## src/include/ssi_pkg.sv

```systemverilog
// Constants, register map and types of the status indication block
package ssi_pkg;
	localparam int unsigned CLK_HZ            = 20_000_000;
	localparam int unsigned TICK_SEC          = 1;
	localparam int unsigned TICK_CYCLES       = CLK_HZ * TICK_SEC;
	localparam int unsigned WARMUP_MIN        = 15;
	localparam int unsigned WARMUP_SECONDS    = WARMUP_MIN * 60;
	localparam int unsigned BLINK_HALF_MS     = 500;
	localparam int unsigned BLINK_HALF_CYCLES = (CLK_HZ / 1000) * BLINK_HALF_MS;

	localparam int unsigned REG_W = 16;

	// Register numbers as seen by the bus master
	localparam logic [15:0] ADDR_COMM_TIMEOUT   = 16'h0008;
	localparam logic [15:0] ADDR_TERM_ENABLE    = 16'h0009;
	localparam logic [15:0] ADDR_LIGHT_ACTIVE   = 16'h0023;
	localparam logic [15:0] ADDR_LIGHT_STANDBY  = 16'h0024;
	localparam logic [15:0] ADDR_AMBIENT_LUX    = 16'h0029;
	localparam logic [15:0] ADDR_LIGHT_STATE    = 16'h002A;
	localparam logic [15:0] ADDR_LED_SOURCE     = 16'h004F;

	localparam logic [15:0] RST_COMM_TIMEOUT    = 16'h0000;
	localparam logic [15:0] RST_TERM_ENABLE     = 16'h0000;
	localparam logic [15:0] RST_LIGHT_ACTIVE    = 16'h0000;
	localparam logic [15:0] RST_LIGHT_STANDBY   = 16'h0000;
	localparam logic [15:0] RST_LED_SOURCE      = 16'h0000;

	localparam int unsigned TERM_EN_BIT = 0;

	// Indication source codes
	localparam logic [15:0] SRC_VOC  = 16'h0000;
	localparam logic [15:0] SRC_HUM  = 16'h0001;
	localparam logic [15:0] SRC_TEMP = 16'h0002;

	localparam int unsigned QTY_VOC  = 0;
	localparam int unsigned QTY_HUM  = 1;
	localparam int unsigned QTY_TEMP = 2;
	localparam int unsigned QTY_N    = 3;

	// Light state codes
	localparam logic [15:0] LIGHT_STANDBY = 16'h0000;
	localparam logic [15:0] LIGHT_LOW     = 16'h0001;
	localparam logic [15:0] LIGHT_ACTIVE  = 16'h0002;

	typedef enum logic [1:0] {
		PH_WARM = 2'b01,
		PH_RUN  = 2'b10
	} ssi_phase_t;
endpackage

```

## src/include/ssi_light_if.sv

```systemverilog
// Carrier between the indication top and the light classifier
interface ssi_light_if;
	logic [15:0] lux;
	logic [15:0] activeThr;
	logic [15:0] standbyThr;
	logic [15:0] lightState;

	modport cfg (output lux, output activeThr, output standbyThr, input lightState);
	modport cls (input lux, input activeThr, input standbyThr, output lightState);
endinterface

```

## src/rtl/ssi_light_class.sv

```systemverilog
// Ambient light classifier against standby and active levels
module ssi_light_class (
	input  wire logic clk,
	input  wire logic rstSyncB,
	ssi_light_if.cls  lightIf
);
	logic [15:0] state_reg;
	logic [15:0] state_next;

	always_comb
	begin
		if (lightIf.lux < lightIf.standbyThr)
			state_next = ssi_pkg::LIGHT_STANDBY;
		else if (lightIf.lux > lightIf.activeThr)
			state_next = ssi_pkg::LIGHT_ACTIVE;
		else
			state_next = ssi_pkg::LIGHT_LOW;
	end

	always_ff @(posedge clk or negedge rstSyncB)
	begin
		if (!rstSyncB)
			state_reg <= ssi_pkg::LIGHT_STANDBY;
		else
			state_reg <= state_next;
	end

	assign lightIf.lightState = state_reg;
endmodule

```

## src/rtl/ssi_status_ind.sv

```systemverilog
// Status LED driver, warm-up, timeout and register file of the sensor
//
// Overview of operation
// First fifteen minutes warm-up, green blinks
// VOC reading reported zero during warm-up
// Green steady inside alert min/max limits
// Yellow steady outside the alert limits, inside measurement range
// Yellow blinks on nonzero bus timeout expiry
// Red steady outside measurement range
// Red blinks when sensor link lost
// Bootloader: green and yellow alternate
// Download in bootloader also flashes red
// Indication source: VOC default, humidity, temperature
// Lux reading readable in input register
// Active and standby thresholds writable
// Below standby gives standby code
// Above active gives active code
// Between thresholds gives low-intensity code
// Termination connected only while enable set
// Boot over blink over steady, one colour; boot download lights red with green, blink causes can light several
module ssi_status_ind #(
	parameter int unsigned TICK_CYCLES       = ssi_pkg::TICK_CYCLES,
	parameter int unsigned BLINK_HALF_CYCLES = ssi_pkg::BLINK_HALF_CYCLES,
	parameter int unsigned WARMUP_SECONDS    = ssi_pkg::WARMUP_SECONDS
) (
	input  wire logic              clk,
	input  wire logic              rst_b,
	input  wire logic              regWrEn,
	input  wire logic              regRdEn,
	input  wire logic [15:0]       regAddr,
	input  wire logic [15:0]       regWrData,
	output logic      [15:0]       regRdData,
	output logic                   regRdValid,
	output logic                   regAddrErr,
	input  wire logic              busActivity,
	input  wire logic [2:0][15:0]  measValue,
	input  wire logic [2:0][15:0]  alertLow,
	input  wire logic [2:0][15:0]  alertHigh,
	input  wire logic [2:0][15:0]  rangeMin,
	input  wire logic [2:0][15:0]  rangeMax,
	input  wire logic [15:0]       ambientLux,
	input  wire logic              sensorLinkLost,
	input  wire logic              bootloaderMode,
	input  wire logic              downloadActive,
	output logic                   ledGreen,
	output logic                   ledYellow,
	output logic                   ledRed,
	output logic                   termEnable,
	output logic [15:0]            vocReported,
	output logic                   warmupActive
);
	// Three colours packed as {red, yellow, green}
	function automatic logic [2:0] rangeColour(
		input logic [15:0] v,
		input logic [15:0] aLo,
		input logic [15:0] aHi,
		input logic [15:0] rLo,
		input logic [15:0] rHi
	);
		logic [2:0] c;
		c = 3'h0;
		if (v < rLo || v > rHi)
			c = 3'h4;
		else if (v >= aLo && v <= aHi)
			c = 3'h1;
		else
			c = 3'h2;
		return c;
	endfunction

	function automatic logic isMapped(input logic [15:0] a);
		return a == ssi_pkg::ADDR_COMM_TIMEOUT || a == ssi_pkg::ADDR_TERM_ENABLE
			|| a == ssi_pkg::ADDR_LIGHT_ACTIVE || a == ssi_pkg::ADDR_LIGHT_STANDBY
			|| a == ssi_pkg::ADDR_AMBIENT_LUX || a == ssi_pkg::ADDR_LIGHT_STATE
			|| a == ssi_pkg::ADDR_LED_SOURCE;
	endfunction

	// Reset release
	logic rstMeta_reg;
	logic rstSyncB;

	always_ff @(posedge clk or negedge rst_b)
	begin
		if (!rst_b)
		begin
			rstMeta_reg <= 1'b0;
			rstSyncB    <= 1'b0;
		end
		else
		begin
			rstMeta_reg <= 1'b1;
			rstSyncB    <= rstMeta_reg;
		end
	end

	// Timebase: second tick and blink phase
	logic [31:0] tickCnt_reg;
	logic [31:0] tickCnt_next;
	logic        secTick;
	logic [31:0] blinkCnt_reg;
	logic [31:0] blinkCnt_next;
	logic        blinkPhase_reg;
	logic        blinkPhase_next;

	always_comb
	begin
		secTick         = (tickCnt_reg == TICK_CYCLES - 1);
		tickCnt_next    = secTick ? 32'h00000000 : tickCnt_reg + 32'h00000001;
		blinkPhase_next = blinkPhase_reg;
		if (blinkCnt_reg == BLINK_HALF_CYCLES - 1)
		begin
			blinkCnt_next   = 32'h00000000;
			blinkPhase_next = ~blinkPhase_reg;
		end
		else
			blinkCnt_next = blinkCnt_reg + 32'h00000001;
	end

	always_ff @(posedge clk or negedge rstSyncB)
	begin
		if (!rstSyncB)
		begin
			tickCnt_reg    <= 32'h00000000;
			blinkCnt_reg   <= 32'h00000000;
			blinkPhase_reg <= 1'b1;
		end
		else
		begin
			tickCnt_reg    <= tickCnt_next;
			blinkCnt_reg   <= blinkCnt_next;
			blinkPhase_reg <= blinkPhase_next;
		end
	end

	// Warm-up phase
	ssi_pkg::ssi_phase_t phase_reg;
	ssi_pkg::ssi_phase_t phase_next;
	logic [15:0]         warmSec_reg;
	logic [15:0]         warmSec_next;

	always_comb
	begin
		phase_next   = phase_reg;
		warmSec_next = warmSec_reg;
		case (phase_reg)
			ssi_pkg::PH_WARM:
			begin
				if (secTick)
				begin
					warmSec_next = warmSec_reg + 16'h0001;
					if (warmSec_reg == 16'(WARMUP_SECONDS - 1))
						phase_next = ssi_pkg::PH_RUN;
				end
			end
			ssi_pkg::PH_RUN:
				phase_next = ssi_pkg::PH_RUN;
			default:
				phase_next = ssi_pkg::PH_WARM;
		endcase
	end

	always_ff @(posedge clk or negedge rstSyncB)
	begin
		if (!rstSyncB)
		begin
			phase_reg   <= ssi_pkg::PH_WARM;
			warmSec_reg <= 16'h0000;
		end
		else
		begin
			phase_reg   <= phase_next;
			warmSec_reg <= warmSec_next;
		end
	end

	// Holding registers and bus idle timer
	logic [15:0] commTimeout_reg;
	logic [15:0] commTimeout_next;
	logic [15:0] termReg_reg;
	logic [15:0] termReg_next;
	logic [15:0] activeThr_reg;
	logic [15:0] activeThr_next;
	logic [15:0] standbyThr_reg;
	logic [15:0] standbyThr_next;
	logic [15:0] ledSource_reg;
	logic [15:0] ledSource_next;
	logic [15:0] idleSec_reg;
	logic [15:0] idleSec_next;
	logic        timedOut;

	always_comb
	begin
		commTimeout_next = commTimeout_reg;
		termReg_next     = termReg_reg;
		activeThr_next   = activeThr_reg;
		standbyThr_next  = standbyThr_reg;
		ledSource_next   = ledSource_reg;
		if (regWrEn)
		begin
			case (regAddr)
				ssi_pkg::ADDR_COMM_TIMEOUT:  commTimeout_next = regWrData;
				ssi_pkg::ADDR_TERM_ENABLE:   termReg_next     = regWrData;
				ssi_pkg::ADDR_LIGHT_ACTIVE:  activeThr_next   = regWrData;
				ssi_pkg::ADDR_LIGHT_STANDBY: standbyThr_next  = regWrData;
				ssi_pkg::ADDR_LED_SOURCE:    ledSource_next   = regWrData;
				default:                     ledSource_next   = ledSource_reg;
			endcase
		end
		// Own register traffic counts as bus activity
		if (busActivity || regWrEn || regRdEn)
			idleSec_next = 16'h0000;
		else if (secTick && idleSec_reg != 16'hFFFF)
			idleSec_next = idleSec_reg + 16'h0001;
		else
			idleSec_next = idleSec_reg;
		timedOut = (commTimeout_reg != 16'h0000) && (idleSec_reg >= commTimeout_reg);
	end

	always_ff @(posedge clk or negedge rstSyncB)
	begin
		if (!rstSyncB)
		begin
			commTimeout_reg <= ssi_pkg::RST_COMM_TIMEOUT;
			termReg_reg     <= ssi_pkg::RST_TERM_ENABLE;
			activeThr_reg   <= ssi_pkg::RST_LIGHT_ACTIVE;
			standbyThr_reg  <= ssi_pkg::RST_LIGHT_STANDBY;
			ledSource_reg   <= ssi_pkg::RST_LED_SOURCE;
			idleSec_reg     <= 16'h0000;
		end
		else
		begin
			commTimeout_reg <= commTimeout_next;
			termReg_reg     <= termReg_next;
			activeThr_reg   <= activeThr_next;
			standbyThr_reg  <= standbyThr_next;
			ledSource_reg   <= ledSource_next;
			idleSec_reg     <= idleSec_next;
		end
	end

	// Light classification
	ssi_light_if lightIf ();

	assign lightIf.lux        = ambientLux;
	assign lightIf.activeThr  = activeThr_reg;
	assign lightIf.standbyThr = standbyThr_reg;

	ssi_light_class u_light (
		.clk      (clk),
		.rstSyncB (rstSyncB),
		.lightIf  (lightIf.cls)
	);

	// Outputs: LEDs, reported VOC, termination, read port
	logic [1:0]  qtySel;
	logic [2:0]  steady;
	logic        warm;
	logic [2:0]  led_next;
	logic [15:0] voc_next;
	logic [15:0] rdData_next;
	logic [2:0]  led_reg;
	logic [15:0] voc_reg;
	logic        term_reg;
	logic [15:0] rdData_reg;
	logic        rdValid_reg;
	logic        addrErr_reg;
	logic        warm_reg;

	always_comb
	begin
		warm = (phase_reg == ssi_pkg::PH_WARM);
		case (ledSource_reg)
			ssi_pkg::SRC_HUM:  qtySel = 2'(ssi_pkg::QTY_HUM);
			ssi_pkg::SRC_TEMP: qtySel = 2'(ssi_pkg::QTY_TEMP);
			default:           qtySel = 2'(ssi_pkg::QTY_VOC);
		endcase
		steady = rangeColour(measValue[qtySel], alertLow[qtySel], alertHigh[qtySel],
			rangeMin[qtySel], rangeMax[qtySel]);
		if (bootloaderMode)
		begin
			led_next = {downloadActive & blinkPhase_reg, ~blinkPhase_reg, blinkPhase_reg};
		end
		else if (warm || timedOut || sensorLinkLost)
		begin
			led_next = {sensorLinkLost & blinkPhase_reg, timedOut & blinkPhase_reg,
				warm & blinkPhase_reg};
		end
		else
			led_next = steady;
		voc_next = warm ? 16'h0000 : measValue[ssi_pkg::QTY_VOC];
		case (regAddr)
			ssi_pkg::ADDR_COMM_TIMEOUT:  rdData_next = commTimeout_reg;
			ssi_pkg::ADDR_TERM_ENABLE:   rdData_next = termReg_reg;
			ssi_pkg::ADDR_LIGHT_ACTIVE:  rdData_next = activeThr_reg;
			ssi_pkg::ADDR_LIGHT_STANDBY: rdData_next = standbyThr_reg;
			ssi_pkg::ADDR_AMBIENT_LUX:   rdData_next = ambientLux;
			ssi_pkg::ADDR_LIGHT_STATE:   rdData_next = lightIf.lightState;
			ssi_pkg::ADDR_LED_SOURCE:    rdData_next = ledSource_reg;
			default:                     rdData_next = 16'h0000;
		endcase
		if (!regRdEn)
			rdData_next = 16'h0000;
	end

	always_ff @(posedge clk or negedge rstSyncB)
	begin
		if (!rstSyncB)
		begin
			led_reg     <= 3'h0;
			voc_reg     <= 16'h0000;
			term_reg    <= 1'b0;
			rdData_reg  <= 16'h0000;
			rdValid_reg <= 1'b0;
			addrErr_reg <= 1'b0;
			warm_reg    <= 1'b1;
		end
		else
		begin
			led_reg     <= led_next;
			voc_reg     <= voc_next;
			term_reg    <= termReg_reg[ssi_pkg::TERM_EN_BIT];
			rdData_reg  <= rdData_next;
			rdValid_reg <= regRdEn;
			// Writes to read-only registers are refused too
			addrErr_reg <= (regRdEn && !isMapped(regAddr))
				|| (regWrEn && (!isMapped(regAddr) || regAddr == ssi_pkg::ADDR_AMBIENT_LUX
				|| regAddr == ssi_pkg::ADDR_LIGHT_STATE));
			warm_reg    <= warm;
		end
	end

	assign ledGreen     = led_reg[0];
	assign ledYellow    = led_reg[1];
	assign ledRed       = led_reg[2];
	assign vocReported  = voc_reg;
	assign termEnable   = term_reg;
	assign regRdData    = rdData_reg;
	assign regRdValid   = rdValid_reg;
	assign regAddrErr   = addrErr_reg;
	assign warmupActive = warm_reg;
endmodule

```

## config.mk

```make
export PLATFORM = sky130hd
export DESIGN_NAME = ssi_status_ind
export DESIGN_NICKNAME = d
export VERILOG_FILES = /design/src/include/ssi_pkg.sv /design/src/include/ssi_light_if.sv /design/src/rtl/ssi_light_class.sv /design/src/rtl/ssi_status_ind.sv
export SDC_FILE = /design/constraint.sdc
export NUM_CORES = 1
export LEC_CHECK = 0
export ABC_AREA = 1
export BUFFER_PORTS_ARGS = -buffer_cell sky130_fd_sc_hd__buf_4
export CORE_UTILIZATION = 55
export CTS_CLUSTER_SIZE = 8
export DETAILED_ROUTE_END_ITERATION = 6
export GPL_TIMING_DRIVEN = 0
export PLACE_DENSITY = 0.81
export SLEW_MARGIN = 20
export SYNTH_ARGS = -nofsm -noshare
export SYNTH_HDL_FRONTEND = slang
export SYNTH_SLANG_ARGS = --single-unit
```

## constraint.sdc

```tcl
create_clock -name clk -period 11.35 [get_ports clk]
set_input_delay 2.27 -clock clk [delete_from_list [all_inputs] [get_ports clk]]
set_output_delay 2.27 -clock clk [all_outputs]
set_load 0.05 [all_outputs]
```

# Word level (Yosys, flattened, before mapping)
# Cells that the tools add are included.
dict set report op_classes {
  n_bitwise 5
  eq_ne 17
  reduce_logical 29
  order_cmp 8
  add_sub_neg 4
  n_mux 27
}
# operator n
set ops {}
lappend ops {{$bmux W16 S2} 5}
lappend ops {{$mux W16} 9}
lappend ops {{$pmux W16 S7} 1}
lappend ops {{$add A32 B1 Y32 const B} 2}
lappend ops {{$eq A16 B6 Y1 const B} 4}
lappend ops {{$mux W32} 2}
lappend ops {{$add A16 B1 Y16 const B} 2}
lappend ops {{$eq A16 B4 Y1 const B} 2}
lappend ops {{$eq A32 B24 Y1 const B} 1}
lappend ops {{$eq A32 B25 Y1 const B} 1}
lappend ops {{$ge A16 B16 Y1} 2}
lappend ops {{$gt A16 B16 Y1} 2}
lappend ops {{$lt A16 B16 Y1} 2}
lappend ops {{$eq A16 B1 Y1 const B} 1}
lappend ops {{$eq A16 B10 Y1 const B} 1}
lappend ops {{$eq A16 B2 Y1 const B} 1}
lappend ops {{$eq A16 B7 Y1 const B} 1}
lappend ops {{$le A16 B16 Y1} 1}
lappend ops {{$ne A16 B16 Y1 const B} 1}
lappend ops {{$reduce_bool A16 Y1} 1}
lappend ops {{$logic_or A1 B1 Y1} 14}
lappend ops {{$reduce_and A2 Y1} 7}
lappend ops {{$mux W2} 5}
lappend ops {{$mux W3} 3}
lappend ops {{other kinds (11)} 19}
dict set report totals {
  input_bits 296
  wordCells 111
  out_inout_bits 39
  register_bits 236
}

# Depth between registers and ports, before layout
dict set report logic_depth {
  depth_word 12
  depth_mapped 24
  depth_no_buf 23
}

# Modules after synthesis
# From an unflattened synthesis, not the netlist that was laid out.
dict set report hier_totals {
  hier_cells 1996
  area_unflattened_um2 14820.5
}
# module n_inst area_per_inst_um2 seq_area_each_um2 cells_per_inst
set modules_own_cells {}
lappend modules_own_cells {ssi_status_ind 1 13815.8 5509.0 1839}
lappend modules_own_cells {ssi_light_class 1 1004.7 50.0 157}

# Least setup slack after synthesis
# Ideal clock, no wire load.
dict set report synth_path {
  path_type {input to register}
  from {in measValue[1] (netlist name)}
  to {reg led_reg[0]}
  setup_time_ps 66
  path_buffers 0
  setup_slack_ps 7295
  stages 16
  t_arrival_ps 3990
  required_ps 11284
  cell_sequence {inv_1 -> nand2_1 -> o21ai_0 -> o21ai_0 -> ha_1 -> a21oi_1 -> nor2_1 -> a211oi_1 -> nor2_1 -> o21ai_0 -> o2111ai_1 -> nand2_1 -> nand2_1 -> nor2_1 -> nand3_1 -> nand2_1}
}
dict set report synth_between {
  elab_chain_cells 8
  word_cells_on_any_way 12
  classes_between {order compare: 4; mux: 6; reduce/logical: 2}
}
# element line
set synth_lines {}
lappend synth_lines {{start, declared} ssi_status_ind.sv:36} ;# input wire logic [2:0][15:0] measValue,
lappend synth_lines {{$bmux W16 S2 (*)} ssi_status_ind.sv:277} ;# steady = rangeColour(measValue[qtySel], alertLow[qtySel], alertHigh[qtySel],
lappend synth_lines {{$mux W16 (implied by the code) (*)} ssi_status_ind.sv:277}
lappend synth_lines {{$ge A16 B16 Y1 or $le A16 B16 Y1 (tied branches)} ssi_status_ind.sv:64} ;# else if (v >= aLo && v <= aHi)
lappend synth_lines {{$logic_and A1 B1 Y1} ssi_status_ind.sv:64}
lappend synth_lines {{$mux W2} ssi_status_ind.sv:64}
lappend synth_lines {{$mux W3 (*)} ssi_status_ind.sv:62} ;# if (v < rLo || v > rHi)
lappend synth_lines {{$mux W3 (*)} ssi_status_ind.sv:283} ;# else if (warm || timedOut || sensorLinkLost)
lappend synth_lines {{$mux W3 (*)} ssi_status_ind.sv:279} ;# if (bootloaderMode)
lappend synth_lines {{named net led_next[0]} ssi_status_ind.sv:258} ;# logic [2:0] led_next;
lappend synth_lines {{end signal, assigned} ssi_status_ind.sv:319} ;# led_reg <= led_next;
lappend synth_lines {{end, declared} ssi_status_ind.sv:261} ;# logic [2:0] led_reg;
# The timed path passes the listed nets; every way through them passes the cells marked *. The select of a mux whose other input is x is not followed.
# A chain may end at the register's enable or synchronous reset.

# Worst setup path in the final report
dict set report layout_path {
  from {reg ledSource_reg[3]}
  to {reg led_reg[0]}
}
dict set report layout_between {
  elab_chain_cells 10
  word_cells_on_any_way 23
  classes_between {order compare: 4; eq/ne: 2; mux: 15; reduce/logical: 2}
}
# element line
set layout_lines {}
lappend layout_lines {{start, declared} ssi_status_ind.sv:185} ;# logic [15:0] ledSource_reg;
lappend layout_lines {{start signal, assigned} ssi_status_ind.sv:227} ;# ledSource_reg <= ssi_pkg::RST_LED_SOURCE;
lappend layout_lines {{start signal, assigned} ssi_status_ind.sv:236} ;# ledSource_reg <= ledSource_next;
lappend layout_lines {{$eq A16 B2 Y1 or $eq A16 B1 Y1 (tied branches)} ssi_status_ind.sv:272} ;# case (ledSource_reg)
lappend layout_lines {{$pmux W2 S2 (*)} ssi_status_ind.sv:272}
lappend layout_lines {{$bmux W16 S2} ssi_status_ind.sv:277}
lappend layout_lines {{$mux W16 (implied by the code)} ssi_status_ind.sv:277}
lappend layout_lines {{$ge A16 B16 Y1 or $le A16 B16 Y1 (tied branches)} ssi_status_ind.sv:64}
lappend layout_lines {{$logic_and A1 B1 Y1} ssi_status_ind.sv:64}
lappend layout_lines {{$mux W2} ssi_status_ind.sv:64}
lappend layout_lines {{$mux W3 (*)} ssi_status_ind.sv:62}
lappend layout_lines {{$mux W3 (*)} ssi_status_ind.sv:283}
lappend layout_lines {{$mux W3 (*)} ssi_status_ind.sv:279}
lappend layout_lines {{named net led_next[0]} ssi_status_ind.sv:258}
# Marks and branches as above.

==> summary.txt <==
Status
  – Status: complete, no violations

Setup path
  – CP delay by family, top: simple AND/OR/NAND/NOR gates
  – Crit path cell chain: nor2_1, nand3_1, nor2_1, nand2_1, inv_2, clkbuf_1, clkbuf_1, nand2_1, o21ai_0, ha_1, nand2_1, nor2_1, a211oi_1, nor2_1, o21ai_0, o2111ai_1, nand2_1, nand2_1, nor2_1, nand3_1, nand2_1
  – Crit path top cell by count: nand2_1
  – CP max stage cell: clkbuf_1
  – Worst EP arrival: just over 5 ns
  – Worst setup EP type: flip-flop
  – WP buf/inv: 3
  – Critical path launch point type: flip-flop
  – Crit-path max cell delay: around 0.5 ns
  – Critical Path Fanout Max: 10
  – Crit path kind: reg2reg
  – Critical Path RT: around 12 ns

Logic synthesis
  – Async S/R FF share, synth: 100%
  – Most frequent cell after synthesis: nand2_1
  – Yosys top cell by area: dfrtp_1
  – Syn_area_per_cell: approximately 7.6 um2
  – Area contributors post-synth: dfrtp_1, ha_1, nand2_1
  – Cell Area, Synth: approximately 15000 um2
  – Commonest cells post-synth: nand2_1, inv_1, o21ai_0
  – Share of Yosys cell area claimed by the top area cell type: ~37%
  – Gate Count Post-Synth: slightly below 2000
  – Main synth FF type: dfrtp_1
  – Yosys reg bits: around 220
  – Synth cell types: between 50 and 60
  – Seq/Total Area, Yosys: roughly 38%
  – Synthesis warning total: 0
  – Synthesized net count: between 2000 and 2500
  – EDFF count, synth: 0

Timing
  – Setup TNS: 0 ns
  – Slew Viols, Final: 0
  – Final setup fails: 0
  – Relative slew slack: 19.0%
  – Worst clock skew: between 0.015 and 0.02 ns
  – Tmin final: 4.59 ns
  – Fin crit share: 40.4%
  – Max Fclk: 218 MHz
  – Unrepaired setup endpoints after global routing: no
  – Final Hold Vio Count: 0
  – Worst-margin pin slew: ~1.2 ns

Final layout
  – Layout area overhead: 26.4%
  – Fin area: about 19000 um2
  – Final #Nets: ~2700
  – Fillcell total: roughly 2100
  – Share of layout cells above drive strength 1: 18.9%

Drt
  – Via density: between 5 and 6
  – Drt pass-1 iters: 6
  – Routed Antenna Nets: 0
  – Residual DRC count: 0
  – Final wirelength: between 40000 and 50000 um
  – Routed via count: about 15000
  – First DRT Iteration DRCs: between 1000 and 1500
  – Wirelength per Cell: between 15 and 20 um

Floorplanning
  – Initial Util: 56.2%
  – Die Wd: 165 um
  – Core area: around 26000 um2
  – Cell Rows: 59
  – Full die area: between 20000 and 30000 um2
  – # IOs: 335
  – Chip height: 165 um

Job
  – Max-cap violations: 0

Placed design
  – IO buf count: 334
  – Hpwl dp: 38300 um
  – Final Wtd Congestion: around 0.96
  – DP Area: 17700 um2

Clocking
  – Root Driver: clkbuf_16
  – Inserted Clock Buffers: 31
  – CTS Sinks: ~220
  – CTS tree: built
  – CTS resizes: 0
  – Clock-pin slew on the worst setup and hold paths: around 0.06 ns
  – Clk buf depth: 3
  – Post-CTS setup buffers: 0
  – Htree depth: 1
  – Clock latency on the worst-skew pair: 0.54 ns
  – Hold_buf cts: 0

Global routing
  – Global route overflow: 0
  – M1 GR Usage: between 40 and 50%
  – GR peak layer: met2
  – GRT Total Usage: between 30 and 40%
  – Met3 Use GR: around 5.7%
  – Initial antenna violation count: 2
  – Largest net degree at the start of global routing: 54
  – First-pass GRT wire length: 73200 um
  – M2 GR Usage: between 50% and 60%
  – Vias in the first global route: ~14000

Power and ir drop
  – Cell Pwr Density: 99.1 nW/um2
  – Maximum vdd drop: between 0.1 and 0.15 mV
  – Leakage: about 9.1 nW

Min path
  – HP Class: reg2async
[cell type report]
class	instances	area [um2]	area share, %
multi-input combinational	1390	7860	42.4
buffer	60	231	1.25
inverter	266	998	5.39
sequential	222	5560	30.0
timing repair buffer	338	2610	14.1
tap	335	419	2.26
clock buffer	46	832	4.49
antenna	2	5.00	0.0270
[logic make-up after synthesis]
| kind of cell | synth area share [%] |
|---|---|
| flops | 37.9 |
| buf+inv | 8.40 |
| xor+xnor | 1.91 |
| fa+ha+maj | 9.82 |
| other cells | 0.0256 |
| mux | 0.0769 |
| simple gates | 25.0 |
| compound gates | 16.8 |
[cell usage in the layout, fill, tap and decap left out, types with 3 or more instances in the layout]
master       n
a211oi_1     5
a21oi_1    110
a221oi_1    14
a22oi_1     19
a31oi_1      4
buf_16       3
buf_4      335
clkbuf_1    72
clkbuf_16   31
clkinv_1     5
dfrtp_1    218
dfstp_2      3
ha_1       115
inv_1      252
inv_2        9
nand2_1    341
nand2_2      7
nand3_1     46
nand3_2      3
nand4_1     43
nand4_2      4
nand4_4      3
nor2_1     242
nor2_2      13
nor2_4       4
nor3_1      46
nor3_2       6
nor4_1      19
o2111ai_1    3
o211ai_1     5
o21a_1       4
o21ai_0    245
o21ai_1      6
o221ai_1    16
xnor2_1     11
xor2_1      21
[routing by layer]
metal | share of wire, % | vias to the layer above
li1 | - | 7237
met2 | 46 | 743
met3 | 9.5 | 111
met5 | 0 | -
met1 | 42 | 7277
met4 | 2.3 | 0
[worst reg2reg max path, cell delays in order, from the launching register on]
cell and delay, ns:
dfrtp_1 0.40, nor2_1 0.16, nand3_1 0.08, nor2_1 0.25
nand2_1 0.42, inv_2 0.28, clkbuf_1 0.50, clkbuf_1 0.41
nand2_1 0.08, o21ai_0 0.38, ha_1 0.39, nand2_1 0.11
nor2_1 0.05, a211oi_1 0.16, nor2_1 0.06, o21ai_0 0.15
o2111ai_1 0.11, nand2_1 0.08, nand2_1 0.15, nor2_1 0.17
nand3_1 0.08, nand2_1 0.06
[final timing paths]
| path | start | to | slack (ns) | cells past startpoint |
|---|---|---|---|---|
| max in group asynchronous | rst_b | rstSyncB$_DFF_PN0_ | 9.75 | 1 |
| min reg2reg | rstSyncB$_DFF_PN0_ | lightIf.standbyThr[12]$_DFFE_PN0P_ | 0.30 | 0 |
| max | ledSource_reg[3]$_DFFE_PN0P_ | led_reg[0]$_DFF_PN0_ | 6.76 | 21 |
| max reg2reg | ledSource_reg[3]$_DFFE_PN0P_ | led_reg[0]$_DFF_PN0_ | 6.76 | 21 |
| min in group clk | rstMeta_reg$_DFF_PN0_ | rstSyncB$_DFF_PN0_ | 0.35 | 0 |
| min | rstSyncB$_DFF_PN0_ | lightIf.standbyThr[12]$_DFFE_PN0P_ | 0.30 | 0 |
[power by group]
group | total [mW] | internal (mW) | switching, mW
Sequential | 0.798 | 0.795 | 0.00305
Clock | 0.820 | 0.492 | 0.328
Combinational | 0.218 | 0.108 | 0.110
[per-stage QoR]
stage | setup WS (ns) | hold slack, ns | std cells | power (mW) | util [%]
3_5_place_dp | 6.42 | 0.301 | 2611 | 1.02 | 67.9
3_3_place_gp | 2.40 | 0.339 | 2607 | 1.01 | 67.4
4_1_cts | 6.91 | 0.316 | 2657 | 1.84 | 71.0
5_1_grt | 6.54 | 0.341 | 2657 | 1.89 | 71.0
2_1_floorplan | 4.71 | 0.331 | 1938 | 0.898 | -
6_report | 6.76 | 0.303 | 2659 | 1.84 | 71.1
Note: power is estimated with default switching activity, not from simulation.
